[src/common/iep_pkg.sv]
package iep_pkg;
  // register indexes; the byte address is four times the index
  localparam logic [7:0] IDX_PORT_WAKE  = 8'h96;
  localparam logic [7:0] IDX_MAIN_EN    = 8'ha8;
  localparam logic [7:0] IDX_AUX_EN     = 8'ha9;
  localparam logic [7:0] IDX_PRIO_LO_M  = 8'hb8;
  localparam logic [7:0] IDX_PRIO_HI_M  = 8'hb9;
  localparam logic [7:0] IDX_PRIO_LO_A  = 8'hba;
  localparam logic [7:0] IDX_PRIO_HI_A  = 8'hbb;
  localparam logic [7:0] IDX_FLAG_LO    = 8'hc0;
  localparam logic [7:0] IDX_FLAG_HI    = 8'hc1;
  localparam logic [7:0] IDX_EVT_STAT   = 8'hc2;
  localparam logic [7:0] IDX_EVT_MASK   = 8'hc3;
  localparam logic [7:0] IDX_SERVICE    = 8'hc4;

  // writable bits of each register
  localparam logic [7:0] MASK_PORT_WAKE = 8'h0f;
  localparam logic [7:0] MASK_MAIN_EN   = 8'hbf;
  localparam logic [7:0] MASK_SIX_BITS  = 8'h3f;
  localparam logic [7:0] MASK_EVT       = 8'h07;

  // values after reset
  localparam logic [7:0]  RST_BYTE      = 8'h00;
  localparam logic [11:0] RST_FLAGS     = 12'h000;
  localparam logic [3:0]  RST_SERVICE   = 4'h0;
  localparam logic [2:0]  RST_EVT       = 3'h0;

  // field positions
  localparam int POS_GLOBAL_GATE = 7;
  localparam int POS_PIN0_EN     = 0;
  localparam int POS_PIN1_EN     = 2;
  localparam int POS_PIN2_EN     = 2;
  localparam int NUM_SRC         = 12;
  localparam int SRC_PIN0        = 0;
  localparam int SRC_PIN1        = 2;
  localparam int SRC_PORT1       = 7;
  localparam int SRC_PIN2        = 8;
  localparam int EVT_TAKE        = 0;
  localparam int EVT_PREEMPT     = 1;
  localparam int EVT_WAKE        = 2;

  // cpu power state as reported by the core
  typedef enum logic [1:0] {
    MODE_RUN  = 2'b00,
    MODE_IDLE = 2'b01,
    MODE_HALT = 2'b10,
    MODE_STOP = 2'b11
  } iep_mode_t;
endpackage

[src/core/iep_interrupt_enable_priority.sv]
// Function
// - a pending enabled request goes to the cpu when no handler of equal or higher level is in service.
// - a request whose level is not above the running handler waits until that handler returns.
// - a request of higher level than the running handler preempts it.
// - after a preempting handler returns, the interrupted lower handler resumes, tracked per level.
// - dispatch of each source is gated by the main and aux enable registers.
// - each source level comes from one bit of a low priority register and one of its high partner.
// - bits 3 to 0 of the port wake register enable wake and interrupt of port-1 pins 3 to 0.
// - with the pin-0 enable set, a pin-0 event wakes from halt or stop whatever the global gate; its interrupt request needs the gate set.
// - priority bits high then low give level 3 (11) highest down to level 0 (00).
// - every source event sets its flag whatever the enable bits; a port-1 pin change sets the port flag only on an enabled pin.
// - any enabled interrupt wakes from idle, only pin sources wake from halt or stop.
//
// Our own choice: the Wishbone interface to the registers.
`timescale 1ns/1ps
`default_nettype none
module iep_interrupt_enable_priority (
  input  wire logic        clk_i,
  input  wire logic        rst_i,
  input  wire logic        cyc_i,
  input  wire logic        stb_i,
  input  wire logic        we_i,
  input  wire logic [9:0]  adr_i,
  input  wire logic [3:0]  sel_i,
  input  wire logic [31:0] dat_i,
  output logic             ack_o,
  output logic [31:0]      dat_o,
  input  wire logic [11:0] src_event_i,
  input  wire logic [3:0]  p1_change_i,
  input  wire logic [1:0]  cpu_mode_i,
  input  wire logic        cpu_ack_i,
  input  wire logic        cpu_reti_i,
  output logic             irq_req_o,
  output logic [3:0]       irq_id_o,
  output logic [1:0]       irq_level_o,
  output logic             wake_o,
  output logic             irq_o
);

  function automatic logic [1:0] src_level(input logic [11:0] hi,
                                           input logic [11:0] lo,
                                           input logic [3:0]  idx);
    src_level = {hi[idx], lo[idx]};
  endfunction

  // highest level that is in service, with a valid flag on top
  function automatic logic [2:0] top_level(input logic [3:0] svc);
    top_level = 3'h0;
    for (int k = 0; k < 4; k++)
    begin
      if (svc[k])
      begin
        top_level = {1'b1, 2'(k)};
      end
    end
  endfunction

  logic [7:0]  port_pin_wake_enable;
  logic [7:0]  main_enable_reg;
  logic [7:0]  aux_enable_reg;
  logic [7:0]  prio_low_main;
  logic [7:0]  prio_high_main;
  logic [7:0]  prio_low_aux;
  logic [7:0]  prio_high_aux;
  logic [11:0] irq_flag;
  logic [3:0]  in_service;
  logic [2:0]  evt_status;
  logic [2:0]  evt_mask;

  // bus decode
  wire [7:0] idx      = adr_i[9:2];
  wire       bus_req  = cyc_i && stb_i;
  wire       wr       = bus_req && we_i && ack_o && sel_i[0];
  wire [7:0] wb       = dat_i[7:0];
  wire       next_ack = bus_req && !ack_o;

  wire wr_port  = wr && (idx == iep_pkg::IDX_PORT_WAKE);
  wire wr_main  = wr && (idx == iep_pkg::IDX_MAIN_EN);
  wire wr_aux   = wr && (idx == iep_pkg::IDX_AUX_EN);
  wire wr_plm   = wr && (idx == iep_pkg::IDX_PRIO_LO_M);
  wire wr_phm   = wr && (idx == iep_pkg::IDX_PRIO_HI_M);
  wire wr_pla   = wr && (idx == iep_pkg::IDX_PRIO_LO_A);
  wire wr_pha   = wr && (idx == iep_pkg::IDX_PRIO_HI_A);
  wire wr_flo   = wr && (idx == iep_pkg::IDX_FLAG_LO);
  wire wr_fhi   = wr && (idx == iep_pkg::IDX_FLAG_HI);
  wire wr_stat  = wr && (idx == iep_pkg::IDX_EVT_STAT);
  wire wr_mask  = wr && (idx == iep_pkg::IDX_EVT_MASK);

  wire [7:0] rd_byte =
    (idx == iep_pkg::IDX_PORT_WAKE) ? port_pin_wake_enable :
    (idx == iep_pkg::IDX_MAIN_EN)   ? main_enable_reg :
    (idx == iep_pkg::IDX_AUX_EN)    ? aux_enable_reg :
    (idx == iep_pkg::IDX_PRIO_LO_M) ? prio_low_main :
    (idx == iep_pkg::IDX_PRIO_HI_M) ? prio_high_main :
    (idx == iep_pkg::IDX_PRIO_LO_A) ? prio_low_aux :
    (idx == iep_pkg::IDX_PRIO_HI_A) ? prio_high_aux :
    (idx == iep_pkg::IDX_FLAG_LO)   ? irq_flag[7:0] :
    (idx == iep_pkg::IDX_FLAG_HI)   ? {4'h0, irq_flag[11:8]} :
    (idx == iep_pkg::IDX_EVT_STAT)  ? {5'h00, evt_status} :
    (idx == iep_pkg::IDX_EVT_MASK)  ? {5'h00, evt_mask} :
    (idx == iep_pkg::IDX_SERVICE)   ? {4'h0, in_service} :
    8'h00;

  // per-source vectors in vector order
  wire        gate   = main_enable_reg[iep_pkg::POS_GLOBAL_GATE];
  wire [11:0] en_vec = {aux_enable_reg[5:0], main_enable_reg[5:0]};
  wire [11:0] lo_vec = {prio_low_aux[5:0], prio_low_main[5:0]};
  wire [11:0] hi_vec = {prio_high_aux[5:0], prio_high_main[5:0]};

  wire [2:0]  svc_top_v = top_level(in_service);
  wire        svc_any   = svc_top_v[2];
  wire [1:0]  svc_top   = svc_top_v[1:0];

  // port-1 pin changes only count on enabled pins
  wire        p1_hit  = |(p1_change_i & port_pin_wake_enable[3:0]);
  wire [11:0] set_vec = src_event_i | {4'h0, p1_hit, 7'h00};

  wire        take     = cpu_ack_i && irq_req_o;
  wire        preempt  = take && svc_any;
  wire [11:0] ack_clr  = take ? (12'h001 << irq_id_o) : 12'h000;
  wire [11:0] sw_clr   = {wr_fhi ? wb[3:0] : 4'h0, wr_flo ? wb : 8'h00};
  wire [11:0] next_flag = (irq_flag & ~ack_clr & ~sw_clr) | set_vec;

  wire [3:0] take_mask = take ? (4'h1 << irq_level_o) : 4'h0;
  wire [3:0] pop_mask  = (cpu_reti_i && svc_any) ?
                         (4'h1 << svc_top) : 4'h0;
  wire [3:0] next_svc  = (in_service & ~pop_mask) | take_mask;

  // arbitration: highest level first, lowest vector on a tie
  logic       found;
  logic [3:0] best_id;
  logic [1:0] best_lvl;
  logic [1:0] cur_lvl;
  always_comb
  begin
    found    = 1'b0;
    best_id  = 4'h0;
    best_lvl = 2'h0;
    cur_lvl  = 2'h0;
    for (int i = iep_pkg::NUM_SRC - 1; i >= 0; i--)
    begin
      cur_lvl = src_level(hi_vec, lo_vec, 4'(i));
      if (irq_flag[i] && en_vec[i] && gate &&
          (!svc_any || cur_lvl > svc_top) &&
          (!found || cur_lvl >= best_lvl))
      begin
        found    = 1'b1;
        best_id  = 4'(i);
        best_lvl = cur_lvl;
      end
    end
  end

  wire next_req = found && !take;

  // wake: idle on any enabled pending source, halt/stop on pins only
  wire mode_deep = (cpu_mode_i == iep_pkg::MODE_HALT) ||
                   (cpu_mode_i == iep_pkg::MODE_STOP);
  wire mode_idle = (cpu_mode_i == iep_pkg::MODE_IDLE);
  wire any_enabled = gate && |(irq_flag & en_vec);
  wire pin_wake =
    (src_event_i[iep_pkg::SRC_PIN0] &&
     main_enable_reg[iep_pkg::POS_PIN0_EN]) ||
    (src_event_i[iep_pkg::SRC_PIN1] &&
     main_enable_reg[iep_pkg::POS_PIN1_EN]) ||
    (src_event_i[iep_pkg::SRC_PIN2] &&
     aux_enable_reg[iep_pkg::POS_PIN2_EN]) ||
    p1_hit;
  wire next_wake = mode_deep ? pin_wake : (mode_idle && any_enabled);

  wire [2:0] evt_set = {next_wake, preempt, take};
  wire [2:0] evt_clr = wr_stat ? wb[2:0] : 3'h0;
  wire [2:0] next_status = (evt_status & ~evt_clr) | evt_set;
  wire       next_irq = |(next_status & evt_mask);

  always_ff @(posedge clk_i)
  begin
    if (rst_i)
    begin
      ack_o <= 1'b0;
      dat_o <= 32'h0000_0000;
    end
    else
    begin
      ack_o <= next_ack;
      if (next_ack)
      begin
        dat_o <= {24'h000000, rd_byte};
      end
    end
  end

  always_ff @(posedge clk_i)
  begin
    if (rst_i)
    begin
      port_pin_wake_enable <= iep_pkg::RST_BYTE;
      main_enable_reg      <= iep_pkg::RST_BYTE;
      aux_enable_reg       <= iep_pkg::RST_BYTE;
      prio_low_main        <= iep_pkg::RST_BYTE;
      prio_high_main       <= iep_pkg::RST_BYTE;
      prio_low_aux         <= iep_pkg::RST_BYTE;
      prio_high_aux        <= iep_pkg::RST_BYTE;
      evt_mask             <= iep_pkg::RST_EVT;
    end
    else
    begin
      if (wr_port)
        port_pin_wake_enable <= wb & iep_pkg::MASK_PORT_WAKE;
      if (wr_main)
        main_enable_reg <= wb & iep_pkg::MASK_MAIN_EN;
      if (wr_aux)
        aux_enable_reg <= wb & iep_pkg::MASK_SIX_BITS;
      if (wr_plm)
        prio_low_main <= wb & iep_pkg::MASK_SIX_BITS;
      if (wr_phm)
        prio_high_main <= wb & iep_pkg::MASK_SIX_BITS;
      if (wr_pla)
        prio_low_aux <= wb & iep_pkg::MASK_SIX_BITS;
      if (wr_pha)
        prio_high_aux <= wb & iep_pkg::MASK_SIX_BITS;
      if (wr_mask)
        evt_mask <= wb[2:0];
    end
  end

  always_ff @(posedge clk_i)
  begin
    if (rst_i)
    begin
      irq_flag    <= iep_pkg::RST_FLAGS;
      in_service  <= iep_pkg::RST_SERVICE;
      evt_status  <= iep_pkg::RST_EVT;
      irq_req_o   <= 1'b0;
      irq_id_o    <= 4'h0;
      irq_level_o <= 2'h0;
      wake_o      <= 1'b0;
      irq_o       <= 1'b0;
    end
    else
    begin
      irq_flag    <= next_flag;
      in_service  <= next_svc;
      evt_status  <= next_status;
      irq_req_o   <= next_req;
      irq_id_o    <= best_id;
      irq_level_o <= best_lvl;
      wake_o      <= next_wake;
      irq_o       <= next_irq;
    end
  end
endmodule
`default_nettype wire

[config.mk]
export PLATFORM = sky130hd
export DESIGN_NAME = iep_interrupt_enable_priority
export DESIGN_NICKNAME = d
export VERILOG_FILES = /design/src/common/iep_pkg.sv /design/src/core/iep_interrupt_enable_priority.sv
export SDC_FILE = /design/constraint.sdc
export NUM_CORES = 1
export LEC_CHECK = 0
export BUFFER_PORTS_ARGS = -buffer_cell sky130_fd_sc_hd__clkbuf_2
export CORE_ASPECT_RATIO = 1.2
export CORE_MARGIN = 3
export CORE_UTILIZATION = 30
export DETAILED_ROUTE_END_ITERATION = 16
export PLACE_DENSITY = 0.59
export SYNTH_ARGS = -nofsm -noshare
export SYNTH_HDL_FRONTEND = slang
export SYNTH_SLANG_ARGS = --single-unit
[constraint.sdc]
create_clock -name clk_i -period 23.1 [get_ports clk_i]
set_input_delay 2.31 -clock clk_i [delete_from_list [all_inputs] [get_ports clk_i]]
set_output_delay 2.31 -clock clk_i [all_outputs]
set_load 0.005 [all_outputs]
Word-level counts from Yosys, hierarchy flattened
Cells that the tools add are included.

word-level totals
  flip-flop bits (word level) = 81
  word-level logic and storage cells = 255
  output and inout bits = 42
  bits in read-only memories = 0
  memories kept = 0
  RAM bits = 0
  latch bits = 0
  input port bits = 71

operators by class
  bitwise operators = 15
  multipliers = 0
  add/subtract/negate cells = 0
  magnitude comparators = 23
  eq/ne operators = 15
  shifts and indexed selects = 3
  div/mod/pow operators = 0
  mux-type cells = 58
  reductions and logical operators = 120

operators by type and width
  cell                                               count
  == test 8 bit (second input constant)              12
  logical AND 1 bit                                  72
  2-to-1 mux 8 bit                                   9
  2-to-1 mux 4 bit                                   11
  bitwise AND 12 bit                                 3
  2-to-1 mux 2 bit                                   14
  logical OR 1 bit                                   27
  2-to-1 mux 3 bit                                   9
  greater-than comparator 2 bit                      12
  inverter 12 bit                                    2
  greater-or-equal comparator 2 bit                  11
  logical NOT 1 bit                                  14
  2-to-1 mux 1 bit                                   14
  2-to-1 mux 12 bit                                  1
  OR 12 bit                                          1
  OR 12 x 8 -> 12 bit                                1
  OR reduction 12 bit                                1
  left shift 1 x 4 -> 12 bit (first input constant)  1
  OR reduction 9 bit                                 1
  bitwise AND 4 bit                                  2
  left shift 1 x 2 -> 4 bit (first input constant)   2
  bitwise AND 3 bit                                  2
  OR reduction 3 bit                                 2
  OR reduction 5 bit                                 1
  other kinds (8)                                    9

Depth between registers and ports, before layout
Gate-level depths: netlist of run 1.

  word-level depth = 53
  mapped depth = 80

Worst setup path after synthesis of run 1
Ideal clock, no wire load.

  path kind = register -> register
  from = register in_service[3]
  to = register irq_id_o[3]
  clock period less this slack = 15,072 ps
  arrival = 14,995 ps
  slack = 8,028 ps
  setup time = 78 ps
  buffers on the path = 0
  stages on the path, launching flop included = 78
  data required time = 23,022 ps
  path through = dfxtp_1 -> nor2_1 -> ha_1 -> nor2b_1 -> o21ai_1 -> a211oi_1 -> ha_1 -> nand2b_1 -> a21o_1 -> a211o_1 -> a21bo_2 -> nand2_1 -> ha_1 -> nand2b_1 -> a21oi_1 -> nor2b_1 -> a2111oi_0 -> a31oi_1 -> (+42 left out) -> a21oi_1 -> a21bo_2 -> mux2_4 -> ha_1 -> nand2b_1 -> a21oi_1 -> nand2_1 -> nand2_1 -> nand2_1 -> o311ai_1 -> nor2_1 -> ha_1 -> nand2b_1 -> a21o_1 -> o21ai_0 -> and3_1 -> nand2_1 -> nor3_1

between the ends
  longest elaborated chain between the ends = 49
  elaborated cells on any way between the ends = 109
  those cells by class = 23 x order compare; 27 x mux; 59 x reduce/logical

RTL lines
  element                                                                        RTL line                              source
  from (decl)                                                                    iep_interrupt_enable_priority.sv:66   logic [3:0] in_service;
  from (signal assigned)                                                         iep_interrupt_enable_priority.sv:232  in_service <= iep_pkg::RST_SERVICE;
  from (signal assigned)                                                         iep_interrupt_enable_priority.sv:243  in_service <= next_svc;
  2-to-1 mux 3 bit *                                                             iep_interrupt_enable_priority.sv:51   if (svc[k])
  greater-than comparator 2 bit / logical NOT 1 bit (equally long branches)      iep_interrupt_enable_priority.sv:144  (!svc_any || cur_lvl > svc_top) &&
  logical OR 1 bit                                                               iep_interrupt_enable_priority.sv:144
  logical AND 1 bit                                                              iep_interrupt_enable_priority.sv:143  if (irq_flag[i] && en_vec[i] && gate &&
  2-to-1 mux 2 bit / 2-to-1 mux 1 bit (equally long branches)                    iep_interrupt_enable_priority.sv:143
  greater-or-equal comparator 2 bit / logical NOT 1 bit (equally long branches)  iep_interrupt_enable_priority.sv:145  (!found || cur_lvl >= best_lvl))
  logical OR 1 bit                                                               iep_interrupt_enable_priority.sv:145
  logical AND 1 bit                                                              iep_interrupt_enable_priority.sv:144
  (+33 left out)                                                                 n/a
  greater-or-equal comparator 2 bit / logical NOT 1 bit (equally long branches)  iep_interrupt_enable_priority.sv:145
  logical OR 1 bit                                                               iep_interrupt_enable_priority.sv:145
  logical AND 1 bit                                                              iep_interrupt_enable_priority.sv:144
  2-to-1 mux 2 bit / 2-to-1 mux 1 bit (equally long branches)                    iep_interrupt_enable_priority.sv:143
  greater-or-equal comparator 2 bit / logical NOT 1 bit (equally long branches)  iep_interrupt_enable_priority.sv:145
  logical OR 1 bit                                                               iep_interrupt_enable_priority.sv:145
  logical AND 1 bit                                                              iep_interrupt_enable_priority.sv:144
  OR reduction 9 bit (no line)                                                   n/a
  to (signal assigned)                                                           iep_interrupt_enable_priority.sv:246  irq_id_o <= best_id;
  to (decl)                                                                      iep_interrupt_enable_priority.sv:34   output logic [3:0] irq_id_o,

Every way passes the cells marked *; elsewhere a longest branch is shown, timed or not.
A chain may end at the register's enable or synchronous reset.

Final worst setup path of run 1
  from = register in_service[2]
  to = register irq_id_o[1]

between the ends
  longest elaborated chain between the ends = 50
  elaborated cells on any way between the ends = 116
  those cells by class = 23 x order compare; 34 x mux; 59 x reduce/logical

RTL lines
  element                                                                        RTL line
  2-to-1 mux 3 bit * (2 in a row)                                                iep_interrupt_enable_priority.sv:51
  greater-than comparator 2 bit / logical NOT 1 bit (equally long branches)      iep_interrupt_enable_priority.sv:144
  logical OR 1 bit                                                               iep_interrupt_enable_priority.sv:144
  logical AND 1 bit                                                              iep_interrupt_enable_priority.sv:143
  2-to-1 mux 2 bit / 2-to-1 mux 1 bit (equally long branches)                    iep_interrupt_enable_priority.sv:143
  greater-or-equal comparator 2 bit / logical NOT 1 bit (equally long branches)  iep_interrupt_enable_priority.sv:145
  logical OR 1 bit                                                               iep_interrupt_enable_priority.sv:145
  logical AND 1 bit                                                              iep_interrupt_enable_priority.sv:144
  (+33 left out)                                                                 n/a
  greater-or-equal comparator 2 bit / logical NOT 1 bit (equally long branches)  iep_interrupt_enable_priority.sv:145
  logical OR 1 bit                                                               iep_interrupt_enable_priority.sv:145
  logical AND 1 bit                                                              iep_interrupt_enable_priority.sv:144
  2-to-1 mux 2 bit / 2-to-1 mux 1 bit (equally long branches)                    iep_interrupt_enable_priority.sv:143
  greater-or-equal comparator 2 bit / logical NOT 1 bit (equally long branches)  iep_interrupt_enable_priority.sv:145
  logical OR 1 bit                                                               iep_interrupt_enable_priority.sv:145
  logical AND 1 bit                                                              iep_interrupt_enable_priority.sv:144
  OR reduction 3 bit (no line)                                                   n/a

Marked as above.

==> results of run 1 <==
how the worst max path moves through the flow:
| stage | start | end | slack [ps] | depth (start not counted) |
|---|---|---|---|---|
| after floorplan | in_service[3] | irq_id_o[3] | 8030 | 77 |
| after global placement | in_service[3] | irq_id_o[3] | 6200 | 78 |
| after detailed placement | in_service[3] | irq_id_o[3] | 6190 | 78 |
| after CTS | in_service[3] | irq_id_o[3] | 6090 | 78 |
| after global routing | in_service[2] | irq_id_o[3] | 4430 | 79 |
| final | in_service[2] | irq_id_o[1] | 5850 | 78 |
worst min-delay path: stages, from the launching register on:
cell	delay, ps
sky130_fd_sc_hd__dfxtp_1	310
sky130_fd_sc_hd__nand2_1	50
sky130_fd_sc_hd__a21oi_1	50
placed cells by master (no fill, tap or decap), types with 8 or more instances in the layout:
cell type and n:
sky130_fd_sc_hd__nand4_1 9, sky130_fd_sc_hd__mux2i_1 39, sky130_fd_sc_hd__nand2b_1 15, sky130_fd_sc_hd__nand2_1 82, sky130_fd_sc_hd__a21o_1 8, sky130_fd_sc_hd__clkbuf_16 9, sky130_fd_sc_hd__nor3_1 10, sky130_fd_sc_hd__a221oi_1 10
sky130_fd_sc_hd__nor2b_1 19, sky130_fd_sc_hd__conb_1 24, sky130_fd_sc_hd__dfxtp_1 81, sky130_fd_sc_hd__ha_1 43, sky130_fd_sc_hd__nor2_1 75, sky130_fd_sc_hd__a31oi_1 13, sky130_fd_sc_hd__o21ai_0 39, sky130_fd_sc_hd__a21oi_1 60
sky130_fd_sc_hd__inv_1 24, sky130_fd_sc_hd__a22oi_1 11, sky130_fd_sc_hd__clkbuf_2 59, sky130_fd_sc_hd__nand3_1 39
stage by stage:
step	hold WS, ps	util, %
2_1_floorplan	448.3	-
3_3_place_gp	446.0	33.12
3_5_place_dp	450.4	33.12
5_1_grt	476.2	34.73
6_report	458.1	34.73
4_1_cts	459.9	34.73
cell type report:
class,count,area (um^2)
Clock buffer,9,225.2
Clock inverter,6,68.82
Fill cell,1951,11950
Inverter,24,90.09
Multi-Input combinational cell,584,3697
Sequential cell,81,1622
Tap cell,252,315.3
Timing Repair Buffer,65,340.3
cell families after synthesis:
logic type,synth area share [%]
simple gates,22.54
buf+inv,6.839
flops,28.87
other cells,0.06677
mux,8.955
fa+ha+maj,9.757
compound gates,22.97
routing by layer:
layer  part of all wire (%)  up-vias  track usage, %
li1                       -     2670               -
met1                     41     2591           22.52
met2                     49      204           30.63
met3                    5.7       41           3.322
met4                    4.6        0           9.456
met5                      0        -               0
power groups by stage:
stage                     Clock (mW)  Sequential (mW)  Combinational [mW]
after floorplan                    0            0.147              0.0130
after global placement             0            0.148              0.0189
after detailed placement           0            0.148              0.0189
after CTS                      0.145            0.145              0.0190
after global routing           0.151            0.145              0.0214
final                          0.143            0.145              0.0192
==> tab_implementation.tex, run 1 <==
\begin{tabular}{lr}
\hline
Metric & Value \\
\hline
\multicolumn{2}{l}{\textbf{Run status}} \\
\quad Status & finished clean \\
\multicolumn{2}{l}{\textbf{Pwr}} \\
\quad Power Total & 307.5 uW \\
\quad Power per unit of standard cell area & 48.37 nW/um\^{}2 \\
\quad Power share of the clock group & 46.6\% \\
\quad Standby leakage power & 2.448 nW \\
\quad Reg power frac & 47.1\% \\
\quad Internal Power & 231.6 uW \\
\quad Net Switching & 75.98 uW \\
\quad Logic pwr share & 6.2\% \\
\quad Sw Share & 24.71\% \\
\quad Peak supply drop & 44.94 uV \\
\multicolumn{2}{l}{\textbf{Floorplanning}} \\
\quad Vertical die dimension & 155.9 um \\
\quad I/O Pins & 113 \\
\quad Die Outline Area & 20410 um\^{}2 \\
\quad Placement Rows & 54 \\
\quad Floorplan core area & 18310 um\^{}2 \\
\quad Initial core utilization & 30.68\% \\
\quad Die X-Extent & 130.9 um \\
\multicolumn{2}{l}{\textbf{Synth}} \\
\quad Distinct cell type count after synthesis & 67 \\
\quad Portion of the post-synthesis area used by sequential elements & 28.87\% \\
\quad Count leader, synth & sky130\_fd\_sc\_hd\_\_nand2\_1 \\
\quad Commonest cells in the netlist & 82 x sky130\_fd\_sc\_hd\_\_nand2\_1, 81 x sky130\_fd\_sc\_hd\_\_dfxtp\_1, 75 x sky130\_fd\_sc\_hd\_\_nor2\_1 \\
\quad Avg Cell Area, Syn & 7.801 um\^{}2 \\
\quad Commonest register cell after synthesis & sky130\_fd\_sc\_hd\_\_dfxtp\_1 \\
\quad Dominant cells by area after synthesis & sky130\_fd\_sc\_hd\_\_dfxtp\_1 29\%, sky130\_fd\_sc\_hd\_\_ha\_1 9.6\%, sky130\_fd\_sc\_hd\_\_mux2i\_1 7.0\% \\
\quad Total standard cell area after synthesis & 5617 um\^{}2 \\
\quad Syn. warnings & 0 \\
\quad Count of flip-flops with a built-in enable after synthesis & 0 \\
\quad Ys async rst share & 0\% \\
\quad Register bit total from synthesis & 81 \\
\quad Synthesized instance count & 720 \\
\quad Proportion of netlist area held by the largest area contributor & 28.87\% \\
\quad Post-synth top area cell & sky130\_fd\_sc\_hd\_\_dfxtp\_1 \\
\multicolumn{2}{l}{\textbf{Clocking}} \\
\quad Buffers inserted by post-CTS timing repair & 0 \\
\quad Cell at the root of the clock tree & sky130\_fd\_sc\_hd\_\_clkbuf\_16 \\
\quad Buffer depth of the longest clock path & 2 \\
\quad Resized Gates After CTS & 0 \\
\quad Number of buffers inserted during clock tree synthesis & 9 \\
\quad Worst-Skew Late Latency & 350 ps \\
\quad Clock-pin slew of the registers on the worst-case setup and hold paths & 60 ps \\
\quad TritonCTS clock tree & done \\
\quad Clock sink count & 81 \\
\quad Count of hold-fix buffers inserted at cts & 0 \\
\quad H-tree levels & 3 \\
\multicolumn{2}{l}{\textbf{Detailed routing}} \\
\quad Vias per cell & 5.393 \\
\quad Iteration count of the initial detailed-routing pass & 5 \\
\quad Drt drc & 0 \\
\quad Routed wire length & 18640 um \\
\quad Routed wirelength normalized by instance count & 18.26 um \\
\quad Iter 0 DRT Violations & 440 \\
\quad Antenna Nets Post-Route & 0 \\
\quad Via total after detailed routing & 5506 \\
\multicolumn{2}{l}{\textbf{Worst hold path}} \\
\quad End of the worst hold path & dat\_o[7] \\
\quad Startpoint of the worst hold path & dat\_o[7] \\
\quad Hold Crit Class & reg -> reg \\
\quad Worst Hold Path Cells & 2 \\
\multicolumn{2}{l}{\textbf{Worst setup path}} \\
\quad Total buffers and inverters traversed by the critical path & 2 \\
\quad Critical path's most frequent cell & sky130\_fd\_sc\_hd\_\_ha\_1 \\
\quad Startpoint of the lowest-slack register-to-register path & in\_service[2] \\
\quad Maximum fanout along the worst path & 12 \\
\quad Arr. time, crit path & 17430 ps \\
\quad Worst r2r path cells & 78 \\
\quad FF-to-FF End & irq\_id\_o[1] \\
\quad Critical path class & reg -> reg \\
\quad Slowest CP cell & sky130\_fd\_sc\_hd\_\_a21boi\_0 \\
\quad WP data required & 23290 ps \\
\quad Type of element launching the critical path & flop \\
\quad Gate family responsible for the most delay along the worst path & compound AO/OA/AOI/OAI gates \\
\quad Capturing element type of the critical path & flop \\
\quad Setup slack of the most critical reg-to-reg path & 5850 ps \\
\quad Critical path's largest stage delay & 480 ps \\
\multicolumn{2}{l}{\textbf{Timing}} \\
\quad Endpoints failing setup & 0 \\
\quad Total negative slack for setup checks & 0 ps \\
\quad Highest clock frequency the design can meet & 57.98 MHz \\
\quad Setup repair after global routing missed its margin & false \\
\quad Min Clock Period, post-route & 17250 ps \\
\quad Tcrit/Tclk final & 74.66\% \\
\quad Worst-case headroom to the max-slew limit & 26.12\% \\
\quad Post-route worst setup slack & 5854 ps \\
\quad Final number of max-transition violations & 0 \\
\quad Slew at the pin with the worst max-slew slack & 1100 ps \\
\quad Final Hold Viols & 0 \\
\quad Clock skew & 4.159 ps \\
\multicolumn{2}{l}{\textbf{Cells and area}} \\
\quad Number of flip-flops under the largest register name & 12 \\
\quad Post-Layout Inst Area & 6359 um\^{}2 \\
\quad Fin cells & 1021 \\
\quad Final \#Nets & 879 \\
\quad Signed area change from the synthesized netlist to the final layout & 13.21\% \\
\quad Antenna diode count & 0 \\
\quad Share of final-layout standard cells stronger than drive strength 1 & 12.61\% \\
\multicolumn{2}{l}{\textbf{Global route}} \\
\quad Maximum number of pins on one net before global-route repair & 71 \\
\quad Number of antenna violations at the first check in global routing & 0 \\
\quad Global Route Usage Sum & 18.41\% \\
\quad Global-route wire length before repair & 28980 um \\
\quad Via count of the first global-routing pass & 5116 \\
\quad Grt total ovfl & 0 \\
\multicolumn{2}{l}{\textbf{Placed design}} \\
\quad Final RePlAce weighted congestion & 0.8906 \\
\quad Area after detailed placement & 6065 um\^{}2 \\
\quad Pre-CTS setup slack & 6190 ps \\
\quad Count of input and output buffers & 59 \\
\quad HPWL reported at the end of detailed placement & 14060 um \\
\quad Number of cells in the design after placement & 1006 \\
\multicolumn{2}{l}{\textbf{Run}} \\
\quad Maximum Capacitance Violations & 0 \\
\hline
\end{tabular}
Note: power is estimated with default switching activity, not from simulation.
==> run 2: changes to the inputs <==
--- a/config.mk
+++ b/config.mk
@@ -5,12 +5,13 @@
 export SDC_FILE = /design/constraint.sdc
 export NUM_CORES = 1
 export LEC_CHECK = 0
+export ABC_AREA = 1
 export BUFFER_PORTS_ARGS = -buffer_cell sky130_fd_sc_hd__clkbuf_2
 export CORE_ASPECT_RATIO = 1.2
 export CORE_MARGIN = 3
 export CORE_UTILIZATION = 30
 export DETAILED_ROUTE_END_ITERATION = 16
-export PLACE_DENSITY = 0.59
+export PLACE_DENSITY = 0.61
 export SYNTH_ARGS = -nofsm -noshare
 export SYNTH_HDL_FRONTEND = slang
 export SYNTH_SLANG_ARGS = --single-unit
==> constraint.sdc (replaced) <==
create_clock -name clk_i -period 14.02 [get_ports clk_i]
set_input_delay 1.402 -clock clk_i [delete_from_list [all_inputs] [get_ports clk_i]]
set_output_delay 1.402 -clock clk_i [all_outputs]
set_load 0.005 [all_outputs]
==> run 2 against run 1 <==
Via count grew 1.7%. Power grew 75%. Synthesized area is essentially flat. Die area is essentially flat. Clock power grew 90%. Highest routed layer unchanged. Sequential cell count is the same. Cell count grew 12%. Combinational power grew 50%. Critical path depth grew 14.
==> tab_implementation.tex, run 2 <==
\begin{tabular}{lr}
\hline
Metric & Value \\
\hline
\multicolumn{2}{l}{\textbf{Run status}} \\
\quad Status & finished clean \\
\multicolumn{2}{l}{\textbf{Detailed routing}} \\
\quad Antenna Nets Post-Route & 0 (unchanged) \\
\quad Iteration count of the initial detailed-routing pass & 5 (unchanged) \\
\quad Iter 0 DRT Violations & 467 (+6.1\%) \\
\quad Via total after detailed routing & 5601 (+1.7\%) \\
\quad Routed wirelength normalized by instance count & 15.47 um (-15\%) \\
\quad Routed wire length & 17640 um (-5.4\%) \\
\quad Drt drc & 0 (unchanged) \\
\quad Vias per cell & 4.913 (-8.9\%) \\
\multicolumn{2}{l}{\textbf{Timing}} \\
\quad Tcrit/Tclk final & 83.79\% (+9.1 points) \\
\quad Min Clock Period, post-route & 11750 ps (-5499 ps) \\
\quad Slew at the pin with the worst max-slew slack & 1043 ps (-56.43 ps) \\
\quad Total negative slack for setup checks & 0 ps (unchanged) \\
\quad Highest clock frequency the design can meet & 85.13 MHz (+47\%) \\
\quad Endpoints failing setup & 0 (unchanged) \\
\quad Clock skew & 10.70 ps (+6.538 ps) \\
\quad Worst-case headroom to the max-slew limit & 30.19\% (+4.1 points) \\
\quad Setup repair after global routing missed its margin & false \\
\quad Final number of max-transition violations & 0 (unchanged) \\
\quad Final Hold Viols & 0 (unchanged) \\
\multicolumn{2}{l}{\textbf{Clocking}} \\
\quad H-tree levels & 3 (unchanged) \\
\quad Cell at the root of the clock tree & sky130\_fd\_sc\_hd\_\_clkbuf\_16 \\
\quad Number of buffers inserted during clock tree synthesis & 9 (unchanged) \\
\quad Resized Gates After CTS & 0 (unchanged) \\
\quad Clock sink count & 81 (unchanged) \\
\quad Count of hold-fix buffers inserted at cts & 0 (unchanged) \\
\quad TritonCTS clock tree & done \\
\quad Worst-Skew Late Latency & 350 ps (about the same) \\
\quad Buffers inserted by post-CTS timing repair & 0 (unchanged) \\
\quad Clock-pin slew of the registers on the worst-case setup and hold paths & 60 ps (about the same) \\
\quad Buffer depth of the longest clock path & 2 (unchanged) \\
\multicolumn{2}{l}{\textbf{Synth}} \\
\quad Syn. warnings & 0 (unchanged) \\
\quad Distinct cell type count after synthesis & 47 (-30\%) \\
\quad Synthesized instance count & 829 (+15\%) \\
\quad Commonest register cell after synthesis & sky130\_fd\_sc\_hd\_\_dfxtp\_1 \\
\quad Avg Cell Area, Syn & 6.772 um\^{}2 (-13\%) \\
\quad Total standard cell area after synthesis & 5614 um\^{}2 (about the same) \\
\quad Proportion of netlist area held by the largest area contributor & 28.88\% (about the same) \\
\quad Dominant cells by area after synthesis & sky130\_fd\_sc\_hd\_\_dfxtp\_1 29\%, sky130\_fd\_sc\_hd\_\_nand2\_1 10\%, sky130\_fd\_sc\_hd\_\_ha\_1 9.6\% \\
\quad Count leader, synth & sky130\_fd\_sc\_hd\_\_nand2\_1 \\
\quad Portion of the post-synthesis area used by sequential elements & 28.88\% (about the same) \\
\quad Post-synth top area cell & sky130\_fd\_sc\_hd\_\_dfxtp\_1 \\
\quad Count of flip-flops with a built-in enable after synthesis & 0 (unchanged) \\
\quad Commonest cells in the netlist & 151 x sky130\_fd\_sc\_hd\_\_nand2\_1, 128 x sky130\_fd\_sc\_hd\_\_inv\_1, 81 x sky130\_fd\_sc\_hd\_\_dfxtp\_1 \\
\quad Ys async rst share & 0\% (unchanged) \\
\quad Register bit total from synthesis & 81 (unchanged) \\
\multicolumn{2}{l}{\textbf{Placed design}} \\
\quad HPWL reported at the end of detailed placement & 13860 um (-1.4\%) \\
\quad Count of input and output buffers & 59 (unchanged) \\
\quad Final RePlAce weighted congestion & 0.8948 (+0.47\%) \\
\multicolumn{2}{l}{\textbf{Worst setup path}} \\
\quad Capturing element type of the critical path & flop \\
\quad Critical path class & reg -> reg \\
\quad Arr. time, crit path & 12030 ps (-5400 ps) \\
\quad WP data required & 14300 ps (-8990 ps) \\
\quad Startpoint of the lowest-slack register-to-register path & in\_service[3] \\
\quad Maximum fanout along the worst path & 12 (unchanged) \\
\quad Setup slack of the most critical reg-to-reg path & 2270 ps (-3580 ps) \\
\quad Slowest CP cell & sky130\_fd\_sc\_hd\_\_dfxtp\_1 \\
\quad Critical path's most frequent cell & sky130\_fd\_sc\_hd\_\_nand2\_1 \\
\quad Crit path launch & in\_service[3] \\
\quad Critical path's largest stage delay & 520 ps (+40 ps) \\
\quad Type of element launching the critical path & flop \\
\multicolumn{2}{l}{\textbf{Cells and area}} \\
\quad Number of flip-flops under the largest register name & 12 (unchanged) \\
\quad Commonest non-fill, non-tap cells in the layout & 151 x sky130\_fd\_sc\_hd\_\_nand2\_1, 128 x sky130\_fd\_sc\_hd\_\_inv\_1, 81 x sky130\_fd\_sc\_hd\_\_dfxtp\_1, 74 x sky130\_fd\_sc\_hd\_\_a21oi\_1, 63 x sky130\_fd\_sc\_hd\_\_nor2\_1 \\
\quad Signed area change from the synthesized netlist to the final layout & 14.33\% \\
\quad Most frequent standard cell in the layout excluding fill and tap cells & sky130\_fd\_sc\_hd\_\_nand2\_1 \\
\quad Share of final-layout standard cells stronger than drive strength 1 & 14.53\% (+1.9 points) \\
\quad Antenna diode count & 0 (unchanged) \\
\quad Layout filler cell count & 1963 (+0.62\%) \\
\quad Final \#Nets & 997 (+13\%) \\
\multicolumn{2}{l}{\textbf{Floorplanning}} \\
\quad Placement Rows & 54 (unchanged) \\
\quad I/O Pins & 113 (unchanged) \\
\quad Floorplan core area & 18310 um\^{}2 (unchanged) \\
\quad Vertical die dimension & 155.9 um (about the same) \\
\quad Initial core utilization & 30.66\% (about the same) \\
\quad Die Outline Area & 20400 um\^{}2 (about the same) \\
\quad Die X-Extent & 130.9 um (about the same) \\
\multicolumn{2}{l}{\textbf{Worst hold path}} \\
\quad Hold Crit Class & reg -> reg \\
\quad Startpoint of the worst hold path & evt\_mask[2] \\
\multicolumn{2}{l}{\textbf{Pwr}} \\
\quad Logic pwr share & 5.4\% (-0.8 points) \\
\quad Standby leakage power & 2.946 nW (+20\%) \\
\quad Power share of the clock group & 50.7\% (+4.1 points) \\
\quad Sw Share & 22.48\% (-2.2 points) \\
\quad Reg power frac & 44.0\% (-3.1 points) \\
\quad Power per unit of standard cell area & 83.76 nW/um\^{}2 (+73\%) \\
\quad Power Total & 537.6 uW (+75\%) \\
\quad Internal Power & 416.8 uW (+80\%) \\
\quad Peak supply drop & 62.52 uV (+39\%) \\
\quad Net Switching & 120.8 uW (+59\%) \\
\multicolumn{2}{l}{\textbf{Run}} \\
\quad Maximum Capacitance Violations & 0 (unchanged) \\
\multicolumn{2}{l}{\textbf{Global route}} \\
\quad Grt total ovfl & 0 (unchanged) \\
\quad Global-route wire length before repair & 27860 um (-3.9\%) \\
\quad Global Route Usage Sum & 17.64\% (-0.76 points) \\
\quad Via count of the first global-routing pass & 5221 (+2.1\%) \\
\quad Maximum number of pins on one net before global-route repair & 44 (-38\%) \\
\quad Number of antenna violations at the first check in global routing & 0 (unchanged) \\
\hline
\end{tabular}
[run 2: cell count changes in the layout (fill, tap and decap cells not counted), sizes merged, moves of 9 or more]
cell    before  now
inv         25  134
nand2       82  175
mux2i       39    0
o21ai       41   67
nand3       39   59
nor2b       19    0
nand2b      15    0
a21oi       60   74
a22oi       11    1
a31oi       13    4
nor2        75   66
[run 2: layer usage]
metal / global-route usage, % / part of all wire, % / routed length (um) / vias up
li1: - / - / - / 2817
met1: 22.78 / 44 / 7726 / 2539
met2: 29.09 / 47 / 8205 / 204
met3: 2.534 / 5.7 / 1000 / 41
met4: 7.741 / 4.0 / 706 / 0
met5: 0 / 0 / 0 / -
[run 2: logic make-up after synthesis]
kind of cell | after synthesis | synth area share (%)
fa+ha+maj | 43 | 9.583
flops | 81 | 28.88
other cells | 1 | 0.06680
simple gates | 337 | 28.01
buf+inv | 177 | 13.57
compound gates | 190 | 19.88
[run 2: worst paths after layout]
path,cells after the start,end
hold reg to reg,2,irq_o
setup reg to reg,92,irq_id_o[2]
hold / removal,2,irq_o
setup / recovery,92,irq_id_o[2]
[run 2: stage by stage]
step	hold slack, ps	setup slack (ps)	util, %	cells	area [um^2]
floorplan	428.9	3350	-	852	5700
CTS	468.2	2192	35.06	1140	6419
global route	484.9	856.8	35.06	1140	6419
finish	459.6	2273	35.06	1140	6419
detailed placement	446.8	2203	33.22	1124	6082
global placement	456.0	2430	33.22	1124	6082
[run 2: final cells by class]
class                           count  area, um^2  area share [%]
Multi-Input combinational cell    594        3317           51.68
Timing Repair Buffer               63       325.3           5.068
Sequential cell                    81        1622           25.26
Inverter                          134       503.0           7.836
Tap cell                          252       315.3           4.912
Clock inverter                      5       103.9           1.618
Clock buffer                       11       232.7           3.626
[run 2: worst max-delay path: cells and delay by family (launching register included)]
family / cells / cell delay, ps
buffers and inverters: 13 / 1040
AO/OA/AOI/OAI: 20 / 2420
adder cells (fa/ha/maj): 12 / 3110
AND/OR/NAND/NOR: 47 / 4550
flip-flops: 1 / 520
[run 2: power groups by stage]
stage	logic (mW)	clock network [mW]	registers, mW
final	0.0288	0.272	0.236
after global routing	0.0325	0.283	0.237
after CTS	0.0285	0.274	0.236
after detailed placement	0.0285	0	0.242
after global placement	0.0284	0	0.242
after floorplan	0.0197	0	0.240
==> run 3: changes to the inputs <==
--- a/config.mk
+++ b/config.mk
@@ -11,7 +11,7 @@
 export CORE_MARGIN = 3
 export CORE_UTILIZATION = 30
 export DETAILED_ROUTE_END_ITERATION = 16
-export PLACE_DENSITY = 0.61
+export PLACE_DENSITY = 0.59
 export SYNTH_ARGS = -nofsm -noshare
 export SYNTH_HDL_FRONTEND = slang
 export SYNTH_SLANG_ARGS = --single-unit
==> constraint.sdc (replaced) <==
create_clock -name clk_i -period 11.4 [get_ports clk_i]
set_input_delay 1.14 -clock clk_i [delete_from_list [all_inputs] [get_ports clk_i]]
set_output_delay 1.14 -clock clk_i [all_outputs]
set_load 0.005 [all_outputs]
==> run 3 against run 2 <==
Power rose by 17%. Cell count rose by 2.3%. Sequential share of layout area fell by 1.9 points. Non-clock buffer count rose by 26. Critical path type unchanged. Setup slack got worse by 1700 ps. Register-to-register slack got worse by 1700 ps. Combinational power rose by 26%. Hold slack improved by 6.3 ps. Clock skew fell by 1.8 ps. Sequential power rose by 23%.
==> tab_implementation.tex, run 3 (synthesis gave the netlist of run 2 again) <==
\begin{tabular}{lr}
\hline
Metric & Value \\
\hline
\multicolumn{2}{l}{\textbf{Run status}} \\
\quad Status & finished clean \\
\multicolumn{2}{l}{\textbf{Global route}} \\
\quad Met1 GRT Util & 23.10\% (+0.33 points) \\
\quad Met2 capacity usage during global routing & 29.46\% (+0.36 points) \\
\quad Maximum number of pins on one net before global-route repair & 44 (unchanged) \\
\quad Global Route Usage Sum & 18.19\% (+0.54 points) \\
\quad Number of antenna violations at the first check in global routing & 0 (unchanged) \\
\quad Routing usage on met3 & 2.534\% (unchanged) \\
\quad Via count of the first global-routing pass & 5276 (+1.1\%) \\
\quad Peak-usage layer in the global routing report & met2 \\
\quad Global-route wire length before repair & 28330 um (+1.7\%) \\
\quad Grt total ovfl & 0 (unchanged) \\
\multicolumn{2}{l}{\textbf{Floorplanning}} \\
\quad Placement Rows & 54 (unchanged) \\
\quad Initial core utilization & 30.66\% (unchanged) \\
\quad Vertical die dimension & 155.9 um (unchanged) \\
\quad I/O Pins & 113 (unchanged) \\
\quad Floorplan core area & 18310 um\^{}2 (unchanged) \\
\quad Die Outline Area & 20400 um\^{}2 (unchanged) \\
\quad Die X-Extent & 130.9 um (unchanged) \\
\multicolumn{2}{l}{\textbf{Placed design}} \\
\quad Count of input and output buffers & 59 (unchanged) \\
\quad HPWL reported at the end of detailed placement & 14560 um (+5.0\%) \\
\quad Final RePlAce weighted congestion & 0.9724 (+8.7\%) \\
\quad Area after detailed placement & 6135 um\^{}2 (+0.86\%) \\
\multicolumn{2}{l}{\textbf{Pwr}} \\
\quad Power per unit of standard cell area & 90.26 nW/um\^{}2 (+7.8\%) \\
\quad Power Total & 630.7 uW (+17\%) \\
\quad Peak supply drop & 78.60 uV (+26\%) \\
\quad Standby leakage power & 3.114 nW (+5.7\%) \\
\multicolumn{2}{l}{\textbf{Clocking}} \\
\quad Cell at the root of the clock tree & sky130\_fd\_sc\_hd\_\_clkbuf\_16 \\
\quad Clock sink count & 81 (unchanged) \\
\quad Clock-pin slew of the registers on the worst-case setup and hold paths & 70 ps (about the same) \\
\quad Buffer depth of the longest clock path & 2 (unchanged) \\
\quad Worst-Skew Late Latency & 350 ps (about the same) \\
\quad Number of buffers inserted during clock tree synthesis & 9 (unchanged) \\
\quad H-tree levels & 3 (unchanged) \\
\quad TritonCTS clock tree & done \\
\multicolumn{2}{l}{\textbf{Cells and area}} \\
\quad Post-Layout Inst Area & 6988 um\^{}2 (+8.9\%) \\
\quad Number of flip-flops under the largest register name & 12 (unchanged) \\
\quad Layout filler cell count & 1988 (+1.3\%) \\
\quad Total area of multi-input combinational cells & 3695 um\^{}2 (+11\%) \\
\quad Commonest non-fill, non-tap cells in the layout & 135 x sky130\_fd\_sc\_hd\_\_nand2\_1, 123 x sky130\_fd\_sc\_hd\_\_inv\_1, 78 x sky130\_fd\_sc\_hd\_\_dfxtp\_1, 66 x sky130\_fd\_sc\_hd\_\_a21oi\_1, 62 x sky130\_fd\_sc\_hd\_\_nor2\_1 \\
\quad Most frequent standard cell in the layout excluding fill and tap cells & sky130\_fd\_sc\_hd\_\_nand2\_1 \\
\quad Share of final-layout standard cells stronger than drive strength 1 & 23.52\% (+9.0 points) \\
\quad Register cell area after layout & 1630 um\^{}2 (+0.54\%) \\
\quad Final \#Nets & 1023 (+2.6\%) \\
\quad Signed area change from the synthesized netlist to the final layout & 24.47\% \\
\quad Antenna diode count & 0 (unchanged) \\
\multicolumn{2}{l}{\textbf{Worst setup path}} \\
\quad FF-to-FF End & irq\_level\_o[0] \\
\quad CP Capture Point & irq\_level\_o[0] \\
\quad Critical path's largest stage delay & 440 ps (-80 ps) \\
\quad Type of element launching the critical path & flop \\
\quad Crit path launch & in\_service[2] \\
\quad Critical path's most frequent cell & sky130\_fd\_sc\_hd\_\_nand2\_2 \\
\quad Capturing element type of the critical path & flop \\
\quad Setup slack of the most critical reg-to-reg path & 570 ps (-1710 ps) \\
\quad Critical path class & reg -> reg \\
\quad Worst r2r path cells & 97 (+5.4\%) \\
\quad Maximum fanout along the worst path & 5 (-7) \\
\quad WP data required & 11650 ps (-2650 ps) \\
\quad Arr. time, crit path & 11090 ps (-940 ps) \\
\quad Slowest CP cell & sky130\_fd\_sc\_hd\_\_dfxtp\_2 \\
\quad Startpoint of the lowest-slack register-to-register path & in\_service[2] \\
\multicolumn{2}{l}{\textbf{Detailed routing}} \\
\quad Vias per cell & 5.026 (+2.3\%) \\
\quad Iteration count of the initial detailed-routing pass & 5 (unchanged) \\
\quad Routed wirelength normalized by instance count & 16.29 um (+5.3\%) \\
\quad Antenna Nets Post-Route & 0 (unchanged) \\
\quad Drt drc & 0 (unchanged) \\
\quad Routed wire length & 19000 um (+7.7\%) \\
\quad Iter 0 DRT Violations & 437 (-6.4\%) \\
\quad Via total after detailed routing & 5860 (+4.6\%) \\
\multicolumn{2}{l}{\textbf{Timing}} \\
\quad Min Clock Period, post-route & 10830 ps (-912.6 ps) \\
\quad Clock skew & 8.853 ps (-1.844 ps) \\
\quad Tcrit/Tclk final & 95.04\% (+11 points) \\
\quad Endpoints failing setup & 0 (unchanged) \\
\quad Final number of max-transition violations & 0 (unchanged) \\
\quad Worst-case headroom to the max-slew limit & 23.68\% (-6.5 points) \\
\quad Final Hold Viols & 0 (unchanged) \\
\quad Highest clock frequency the design can meet & 92.30 MHz (+8.4\%) \\
\quad Slew at the pin with the worst max-slew slack & 1144 ps (+100.2 ps) \\
\multicolumn{2}{l}{\textbf{Worst hold path}} \\
\quad Hold Crit Class & reg -> reg \\
\quad Worst Hold Path Cells & 2 (unchanged) \\
\multicolumn{2}{l}{\textbf{Run}} \\
\quad Maximum Capacitance Violations & 0 (unchanged) \\
\hline
\end{tabular}
==> run 3: changes by cell type in the layout (fill, tap and decap cells not counted), moves of 5 or more <==
cell                      change
sky130_fd_sc_hd__nand2_1     -16
sky130_fd_sc_hd__o21ai_0      -5
sky130_fd_sc_hd__inv_2        +5
sky130_fd_sc_hd__ha_1        -10
sky130_fd_sc_hd__a21oi_2      +8
sky130_fd_sc_hd__ha_4        +10
sky130_fd_sc_hd__nand2_4     +12
sky130_fd_sc_hd__inv_1        -5
sky130_fd_sc_hd__a21oi_1      -8
sky130_fd_sc_hd__buf_4       +24
==> run 3: area by class of cell <==
type,count,share of cell area [%]
inverter,134,7.198
clock inverter,7,1.182
sequential,81,23.33
tap,252,4.512
clock buffer,9,3.223
timing repair buffer,89,7.681
multi-input combinational,594,52.87
==> run 3: critical path, delay by kind of cell, from the launching register on <==
family / cells / cell delay [ps]
compound gates: 21 / 2100
flops: 1 / 440
fa+ha+maj: 12 / 3000
simple gates: 47 / 4070
buf+inv: 17 / 1080
==> run 3: worst min path at each step <==
stage                 from        to
2_1_floorplan  evt_mask[2]     irq_o
3_3_place_gp   evt_mask[2]     irq_o
3_5_place_dp      dat_o[1]  dat_o[1]
4_1_cts           dat_o[1]  dat_o[1]
5_1_grt           dat_o[1]  dat_o[1]
6_report          dat_o[1]  dat_o[1]
==> run 3: repair_timing <==
action	CTS	global route
endpoints found under the setup margin	5	6
setup buffers	0	19
hold buffers	0	0
gates resized for setup	3	84
pin swaps	0	55
==> run 3: metrics by stage <==
step                      setup TNS (ps)  utilization [%]  instances  setup slack [ps]  hold WS (ps)
after floorplan                        0                -        852             730.1         428.9
after global placement                 0            33.50       1131             107.2         454.5
after detailed placement          -215.4            33.50       1131            -99.29         458.3
after CTS                              0            35.23       1147             42.32         469.2
after global routing               -1154            38.16       1166            -247.8         490.6
final                                  0            38.16       1166             565.3         465.9
==> run 3: power breakdown <==
part | total [mW] | internal (mW) | switching (mW) | leakage (nW)
logic | 0.0364 | 0.0117 | 0.0246 | 2.31
registers | 0.290 | 0.286 | 0.00387 | 0.659
clock network | 0.304 | 0.174 | 0.131 | 0.145
==> run 3: metal layers <==
metal	wire, um	vias to the layer above	share of wire, %
met3	920	45	4.8
li1	-	2889	-
met4	920	0	4.8
met1	8119	2727	43
met5	0	-	0
met2	9037	199	48
